## src/hdl/ocpg_pkg.sv

```systemverilog
// package: constants and types for the output compare pulse generator
package ocpg_pkg;
    // register offsets
    localparam logic [3:0] OCPG_ADDR_CTRL = 4'h0;
    localparam logic [3:0] OCPG_ADDR_PRI = 4'h1;
    localparam logic [3:0] OCPG_ADDR_SEC = 4'h2;
    localparam logic [3:0] OCPG_ADDR_TCTL0 = 4'h3;
    localparam logic [3:0] OCPG_ADDR_TCTL1 = 4'h4;
    localparam logic [3:0] OCPG_ADDR_PER0 = 4'h5;
    localparam logic [3:0] OCPG_ADDR_PER1 = 4'h6;
    localparam logic [3:0] OCPG_ADDR_CNT0 = 4'h7;
    localparam logic [3:0] OCPG_ADDR_CNT1 = 4'h8;
    localparam logic [3:0] OCPG_ADDR_STAT = 4'h9;
    localparam logic [3:0] OCPG_ADDR_MASK = 4'hA;
    localparam logic [3:0] OCPG_ADDR_PIN = 4'hB;
    // control field positions
    localparam int OCPG_MODE_LSB = 0;
    localparam int OCPG_TSEL_BIT = 3;
    localparam int OCPG_RUN_BIT = 15;
    localparam int OCPG_FLAG_BIT = 0;
    // mode codes
    localparam logic [2:0] OCPG_MODE_OFF = 3'h0;
    localparam logic [2:0] OCPG_MODE_SINGLE = 3'h4;
    localparam logic [2:0] OCPG_MODE_CONT = 3'h5;
    // reset values
    localparam logic [15:0] OCPG_RST_WORD = 16'h0000;
    localparam logic [15:0] OCPG_RST_PER = 16'hFFFF;
    localparam logic [15:0] OCPG_CNT_ZERO = 16'h0000;
    localparam logic [15:0] OCPG_CNT_ONE = 16'h0001;

    // pulse sequencer states, gray along idle -> wait_rise -> high -> done
    typedef enum logic [1:0] {
        OCPG_IDLE = 2'b00,
        OCPG_WAIT_RISE = 2'b01,
        OCPG_HIGH = 2'b11,
        OCPG_DONE = 2'b10
    } ocpg_state_t;
endpackage

```

## src/hdl/ocpg_timer.sv

```systemverilog
// file: one free-running timer with period reset
`timescale 1ns/1ps
`default_nettype none
module ocpg_timer
    import ocpg_pkg::*;
#(
    parameter int WIDTH = 16
) (
    input wire logic mclk,
    input wire logic nrst,
    input wire logic run,
    input wire logic [WIDTH-1:0] period,
    input wire logic clr,
    output logic [WIDTH-1:0] count
);
    typedef struct packed {
        logic [WIDTH-1:0] cnt;
    } ocpg_tmr_t;

    ocpg_tmr_t st_r;
    ocpg_tmr_t st_nxt;

    always_comb begin
        st_nxt = st_r;
        if (clr) begin
            st_nxt.cnt = '0;
        end else if (run) begin
            if (st_r.cnt == period) begin
                st_nxt.cnt = '0;
            end else begin
                st_nxt.cnt = st_r.cnt + WIDTH'(1);
            end
        end
    end

    always_ff @(posedge mclk or negedge nrst) begin
        if (!nrst) begin
            st_r <= '0;
        end else begin
            st_r <= st_nxt;
        end
    end

    assign count = st_r.cnt;
endmodule
`default_nettype wire

```

## src/hdl/ocpg_top.sv

```systemverilog
// file: output compare channel with two timers and register port
`timescale 1ns/1ps
`default_nettype none
module ocpg_top
    import ocpg_pkg::*;
#(
    parameter int WIDTH = 16
) (
    input wire logic mclk,
    input wire logic nrst,
    input wire logic [3:0] addr,
    input wire logic [15:0] wdata,
    input wire logic wr,
    input wire logic rd,
    output logic [15:0] rdata,
    output logic compare_output_pin,
    output logic irq
);
    // ***************************************************************
    // state
    // ***************************************************************
    typedef struct packed {
        logic [2:0] compare_mode_field;
        logic timer_source_select;
        logic [WIDTH-1:0] primary_compare_value;
        logic [WIDTH-1:0] secondary_compare_value;
        logic [1:0] timer_run_bit;
        logic [1:0][WIDTH-1:0] timer_period_value;
        logic [WIDTH-1:0] last_cnt;
        logic cnt_valid;
        logic pri_hit;
        logic sec_hit;
        ocpg_state_t state;
        logic pin;
        logic compare_event_flag;
        logic compare_event_irq_enable;
        logic irq;
        logic [15:0] rdata;
    } ocpg_reg_t;

    ocpg_reg_t st_r;
    ocpg_reg_t st_nxt;
    logic [1:0][WIDTH-1:0] timer_count;
    logic [1:0] tmr_clr;
    logic [WIDTH-1:0] sel_cnt;
    logic [15:0] wd;

    // ***************************************************************
    // timers
    // ***************************************************************
    genvar gi;
    generate
        for (gi = 0; gi < 2; gi++) begin : g_tmr
            ocpg_timer #(.WIDTH(WIDTH)) u_tmr (
                .mclk(mclk),
                .nrst(nrst),
                .run(st_r.timer_run_bit[gi]),
                .period(st_r.timer_period_value[gi]),
                .clr(tmr_clr[gi]),
                .count(timer_count[gi])
            );
            // writing a count register clears it
            assign tmr_clr[gi] = wr &&
                (addr == (gi == 0 ? OCPG_ADDR_CNT0 : OCPG_ADDR_CNT1));
        end
    endgenerate

    assign sel_cnt = timer_count[st_r.timer_source_select];
    assign wd = wdata;

    // ***************************************************************
    // next state
    // ***************************************************************
    always_comb begin
        st_nxt = st_r;
        st_nxt.rdata = OCPG_RST_WORD;
        st_nxt.pri_hit = 1'b0;
        st_nxt.sec_hit = 1'b0;
        st_nxt.last_cnt = sel_cnt;
        st_nxt.cnt_valid = 1'b1;
        // compare only when the count moved or first seen
        if (!st_r.cnt_valid || sel_cnt != st_r.last_cnt) begin
            st_nxt.pri_hit = (sel_cnt == st_r.primary_compare_value);
            st_nxt.sec_hit = (sel_cnt == st_r.secondary_compare_value);
        end

        // pulse sequencer
        case (st_r.state)
            OCPG_IDLE: begin
                st_nxt.pin = 1'b0;
            end
            OCPG_WAIT_RISE: begin
                if (st_r.pri_hit) begin
                    st_nxt.pin = 1'b1;
                    st_nxt.state = OCPG_HIGH;
                end
            end
            OCPG_HIGH: begin
                if (st_r.sec_hit) begin
                    st_nxt.pin = 1'b0;
                    if (st_r.compare_mode_field == OCPG_MODE_CONT) begin
                        st_nxt.state = OCPG_WAIT_RISE;
                    end else begin
                        st_nxt.state = OCPG_DONE;
                    end
                end
            end
            OCPG_DONE: begin
                st_nxt.pin = 1'b0;
            end
            default: begin
                st_nxt.state = OCPG_IDLE;
                st_nxt.pin = 1'b0;
            end
        endcase

        // register writes
        if (wr) begin
            case (addr)
                OCPG_ADDR_CTRL: begin
                    st_nxt.compare_mode_field = wd[OCPG_MODE_LSB +: 3];
                    st_nxt.timer_source_select = wd[OCPG_TSEL_BIT];
                    st_nxt.pin = 1'b0;
                    // timer left alone on rearm
                    if (wd[OCPG_MODE_LSB +: 3] == OCPG_MODE_SINGLE ||
                        wd[OCPG_MODE_LSB +: 3] == OCPG_MODE_CONT) begin
                        st_nxt.state = OCPG_WAIT_RISE;
                    end else begin
                        st_nxt.state = OCPG_IDLE;
                    end
                end
                OCPG_ADDR_PRI: st_nxt.primary_compare_value = wd[WIDTH-1:0];
                OCPG_ADDR_SEC: st_nxt.secondary_compare_value = wd[WIDTH-1:0];
                OCPG_ADDR_TCTL0: st_nxt.timer_run_bit[0] = wd[OCPG_RUN_BIT];
                OCPG_ADDR_TCTL1: st_nxt.timer_run_bit[1] = wd[OCPG_RUN_BIT];
                OCPG_ADDR_PER0: st_nxt.timer_period_value[0] = wd[WIDTH-1:0];
                OCPG_ADDR_PER1: st_nxt.timer_period_value[1] = wd[WIDTH-1:0];
                OCPG_ADDR_STAT: begin
                    if (wd[OCPG_FLAG_BIT]) begin
                        st_nxt.compare_event_flag = 1'b0;
                    end
                end
                OCPG_ADDR_MASK: begin
                    st_nxt.compare_event_irq_enable = wd[OCPG_FLAG_BIT];
                end
                default: begin
                end
            endcase
        end

        // flag set wins over a same-cycle clear
        if (st_r.state == OCPG_HIGH && st_r.sec_hit) begin
            st_nxt.compare_event_flag = 1'b1;
        end
        st_nxt.irq = st_nxt.compare_event_flag &&
            st_nxt.compare_event_irq_enable;

        // reads, data next cycle
        if (rd) begin
            case (addr)
                OCPG_ADDR_CTRL: begin
                    st_nxt.rdata[OCPG_MODE_LSB +: 3] = st_r.compare_mode_field;
                    st_nxt.rdata[OCPG_TSEL_BIT] = st_r.timer_source_select;
                end
                OCPG_ADDR_PRI: st_nxt.rdata[WIDTH-1:0] =
                    st_r.primary_compare_value;
                OCPG_ADDR_SEC: st_nxt.rdata[WIDTH-1:0] =
                    st_r.secondary_compare_value;
                OCPG_ADDR_TCTL0: st_nxt.rdata[OCPG_RUN_BIT] =
                    st_r.timer_run_bit[0];
                OCPG_ADDR_TCTL1: st_nxt.rdata[OCPG_RUN_BIT] =
                    st_r.timer_run_bit[1];
                OCPG_ADDR_PER0: st_nxt.rdata[WIDTH-1:0] =
                    st_r.timer_period_value[0];
                OCPG_ADDR_PER1: st_nxt.rdata[WIDTH-1:0] =
                    st_r.timer_period_value[1];
                OCPG_ADDR_CNT0: st_nxt.rdata[WIDTH-1:0] = timer_count[0];
                OCPG_ADDR_CNT1: st_nxt.rdata[WIDTH-1:0] = timer_count[1];
                OCPG_ADDR_STAT: st_nxt.rdata[OCPG_FLAG_BIT] =
                    st_r.compare_event_flag;
                OCPG_ADDR_MASK: st_nxt.rdata[OCPG_FLAG_BIT] =
                    st_r.compare_event_irq_enable;
                OCPG_ADDR_PIN: st_nxt.rdata[OCPG_FLAG_BIT] = st_r.pin;
                default: st_nxt.rdata = OCPG_RST_WORD;
            endcase
        end
    end

    // ***************************************************************
    // registers
    // ***************************************************************
    always_ff @(posedge mclk or negedge nrst) begin
        if (!nrst) begin
            st_r <= '0;
            st_r.timer_period_value <= {2{OCPG_RST_PER[WIDTH-1:0]}};
            st_r.state <= OCPG_IDLE;
        end else begin
            st_r <= st_nxt;
        end
    end

    assign rdata = st_r.rdata;
    assign compare_output_pin = st_r.pin;
    assign irq = st_r.irq;
endmodule
`default_nettype wire

```

## config.mk

```make
export PLATFORM = sky130hd
export DESIGN_NAME = ocpg_top
export DESIGN_NICKNAME = d
export VERILOG_FILES = /design/src/hdl/ocpg_pkg.sv /design/src/hdl/ocpg_timer.sv /design/src/hdl/ocpg_top.sv
export SDC_FILE = /design/constraint.sdc
export NUM_CORES = 1
export LEC_CHECK = 0
export ABC_CLOCK_PERIOD_IN_PS = 4000
export BUFFER_PORTS_ARGS = -buffer_cell sky130_fd_sc_hd__buf_2
export CAP_MARGIN = 20
export CORE_MARGIN = 1.5
export CORE_UTILIZATION = 30
export DETAILED_ROUTE_END_ITERATION = 10
export SYNTH_ARGS = -nofsm -noshare
export SYNTH_HDL_FRONTEND = slang
export SYNTH_SLANG_ARGS = --single-unit
export TNS_END_PERCENT = 5
```

## constraint.sdc

```tcl
create_clock -name mclk -period 4 [get_ports mclk]
set_input_delay 0.4 -clock mclk [delete_from_list [all_inputs] [get_ports mclk]]
set_output_delay 0.4 -clock mclk [all_outputs]
set_load 0.01 [all_outputs]
```

==> impl_metrics.py <==
metrics = {
    "clocking": {
        "clkLatencyLatePin_ps": 440,
        "cts_made_buffers": 17,
        "postCtsResizedCells": 0,
        "htreeDepth": 4,
        "cts_tree": "done",
        "holdBufCountCts": 0,
        "clockBufferDepth": 2,
        "post_cts_buffers": 0,
        "root_buffer": "clkbuf_16",
        "clkTransAtPathRegs_ps": 60,
        "cts.sinks": 143,
    },
    "synthesis": {
        "ys_types": 53,
        "synth_compound_area_share_pct": 9.00,
        "ys_seq_area_share_pct": 47.3,
        "async_reset_ff_share_pct": 100,
        "synthMuxAreaShare_pct": 13.3,
        "synth-seq-cells": 143,
        "synth_ff_type": "dfrtp_1",
        "synth_nets": 713,
        "syn-instance-count": 687,
        "synthSimpleGateAreaFrac_pct": 13.0,
        "synth-xor-area-share_pct": 11.7,
        "synth_fa_ha_area_share_pct": 0.327,
        "syn-cell-area_um2": 7640,
        "ys_warn_count": 0,
        "synth_top_family_by_area": "multiplexers",
        "synth_area_per_cell_um2": 11.1,
        "synth_edf_count": 0,
    },
    "floorplan": {
        "pin_count": 42,
        "die_y_um": 163,
        "row_count": 58,
        "initial_core_util_pct": 30.4,
        "die_area_um2": 26400,
        "design.core.area_um2": 25100,
        "die_x_um": 163,
    },
    "power_and_ir_drop": {
        "p_per_area_nw_per_um2": 552,
        "p_leak_uw": 0.00356,
        "vdd_drop_max_uv": 347,
    },
    "worst_setup_path": {
        "criticalPathCategory": "reg2reg",
        "cp_max_fo": 18,
        "rr_endpoint": "st_r[23]$_DFF_PN0_",
        "endpoint": "st_r[23]$_DFF_PN0_",
        "worstPathArrival_ps": 2890,
        "critPathRequiredTime_ps": 4310,
        "critical_path.cell_chain": "mux2i_1, xor2_1, nand4_1, nor4_1, nor2_1",
        "reg2reg_depth": 5,
        "startpoint_type": "register",
        "r2r_start": "st_r[107]$_DFFE_PN0P_",
        "startpoint": "st_r[107]$_DFFE_PN0P_",
        "regToRegSetupSlack_ps": 1420,
        "cp_slowest_stage_delay_ps": 1050,
        "end_kind": "register",
        "cp_slowest_cell": "dfrtp_1",
    },
    "sta": {
        "timing.final.hold_violations": 0,
        "setup_tns_ps": 0,
        "fin_crit_sh_pct": 64.5,
        "report.final.slew_viol_count": 0,
        "timing.fmax_mhz": 388,
        "setup_viol": 0,
        "worst_pin_slew_ps": 1070,
        "rsz0062_at_grt": "false",
        "clock_skew_ps": 8.17,
        "fin_ws_ps": 1420,
        "period_needed_ps": 2580,
        "slew_headroom_pct": 28.4,
    },
    "routing": {
        "highest_layer": "met4",
        "postRouteAntennaNets": 0,
        "drt-vias-per-instance": 5.27,
        "drt-initial-drc-count": 517,
        "wl_per_cell_um": 20.0,
        "drc_errors": 0,
        "route.met3.wl_mm": 1.18,
        "vias": 5477,
        "first_pass_iters": 5,
        "routed_wl_mm": 20.7,
        "wl_met2_mm": 9.60,
        "wl_met1_mm": 9.40,
    },
    "place": {
        "portBuffers": 41,
        "pre_cts_ws_ps": 1440,
        "dpl.hpwl_mm": 15.1,
        "place_area_um2": 7990,
        "gp_congestion": 0.931,
    },
    "status": {
        "outcome": "finished, final reports clean",
    },
    "global_routing": {
        "grt_pass1_vias": 5423,
        "grt_max_degree": 96,
        "antenna_found_initial": 0,
        "grt.total_usage_pct": 16.5,
        "gr-total-overflow": 0,
        "grt_pass1_wl_mm": 32.6,
    },
    "cells_and_area": {
        "n_antenna_cell": 0,
        "areaGrowthSynthToFinish_pct": 13.0,
        "drive_gt1_share_pct": 29.3,
        "fillers": 2527,
        "postLayoutCoreUtil_pct": 34.4,
        "nNetsFinal": 722,
        "design_area_um2": 8630,
    },
    "worst_hold_path": {
        "hold_class": "in2async",
    },
    "job": {
        "maxCapViolCount": 0,
    },
}
power breakdown:
group | switching [µW] | internal, µW | leakage (µW)
Combinational | 426 | 465 | 0.00145
Clock | 675 | 1060 | 0.000313
Sequential | 392 | 1750 | 0.00179
placed cells by master (no fill, tap or decap), types with 15 or more instances in the layout:
| cell type | instances |
|---|---|
| xnor2_1 | 84 |
| nand4_1 | 20 |
| nand3_1 | 15 |
| dfrtp_1 | 111 |
| nor2_1 | 40 |
| dfstp_2 | 32 |
| xor2_1 | 18 |
| inv_1 | 18 |
| mux2_2 | 69 |
| nand2_1 | 39 |
| a22oi_1 | 41 |
| buf_2 | 40 |
| clkbuf_16 | 17 |
state kept, by name, summed over array words and instances (netlist names):
name,cells
irq,1
compare_output_pin,1
st_r,93
rdata,16
g_tmr.u_tmr.count,32
through the flow:
step / hold WS, ps / cells / power, µW
6_report: 50.8 / 1039 / 4770
5_1_grt: 131 / 1039 / 4960
4_1_cts: 103 / 1038 / 4780
3_5_place_dp: 501 / 1006 / 3050
3_3_place_gp: 486 / 1006 / 3030
2_1_floorplan: 104 / 687 / 2720
routing by layer:
metal / track usage, % / vias to the layer above
met5: 0 / -
met4: 6.88 / 0
met3: 3.51 / 46
met2: 25.4 / 198
met1: 22.5 / 2779
li1: - / 2454
worst max-delay path: cells and delay by family (launching register included):
family,cells,cell delay [ps]
simple gates,3,640
flops,1,1050
xor+xnor,1,230
mux,1,540
cells in the mapped netlist (all sizes together) (5+ instances only):
library cell,n,area [µm²]
a21oi,5,32.5
a221o,5,50.1
a22o,5,43.8
a22oi,41,308
a31oi,12,75.1
and4,6,52.6
buf,37,249
clkbuf,23,86.3
dfrtp,111,2780
dfstp,32,841
inv,18,67.6
mux2,69,777
mux2i,19,220
nand2,39,146
nand3,15,75.1
nand4,20,125
nor2,42,163
nor2b,5,31.3
nor3,15,110
nor4,14,106
o21ai,13,65.1
xnor2,84,736
xor2,18,158
how the worst min path moves through the flow:
stage,end,cells past startpoint
floorplan,compare_output_pin$_DFF_PN0_,0
global placement,st_r[41]$_DFFE_PN1P_,2
detailed placement,st_r[108]$_DFFE_PN0P_,2
CTS,st_r[20]$_DFF_PN0_,1
global route,st_r[21]$_DFF_PN0_,1
finish,st_r[20]$_DFF_PN0_,1
area by class of cell:
| class | instances | area [µm²] | share of cell area, % |
|---|---|---|---|
| Inverter | 18 | 67.6 | 0.782 |
| Multi-Input combinational cell | 466 | 3620 | 42.0 |
| Tap cell | 330 | 413 | 4.78 |
| Timing Repair Buffer | 50 | 279 | 3.23 |
| Sequential cell | 143 | 3620 | 41.9 |
| Clock inverter | 14 | 205 | 2.38 |
| Clock buffer | 18 | 429 | 4.97 |
kinds of logic after synthesis:
family / after synthesis
adders and majority gates: 2
AOI/OAI and AO/OA: 95
buffers and inverters: 78
muxes: 89
xor gates and xnor gates: 102
other: 1
DFF: 143
and+or+nand+nor: 177
No activity file was read; power rests on OpenSTA's default activity.
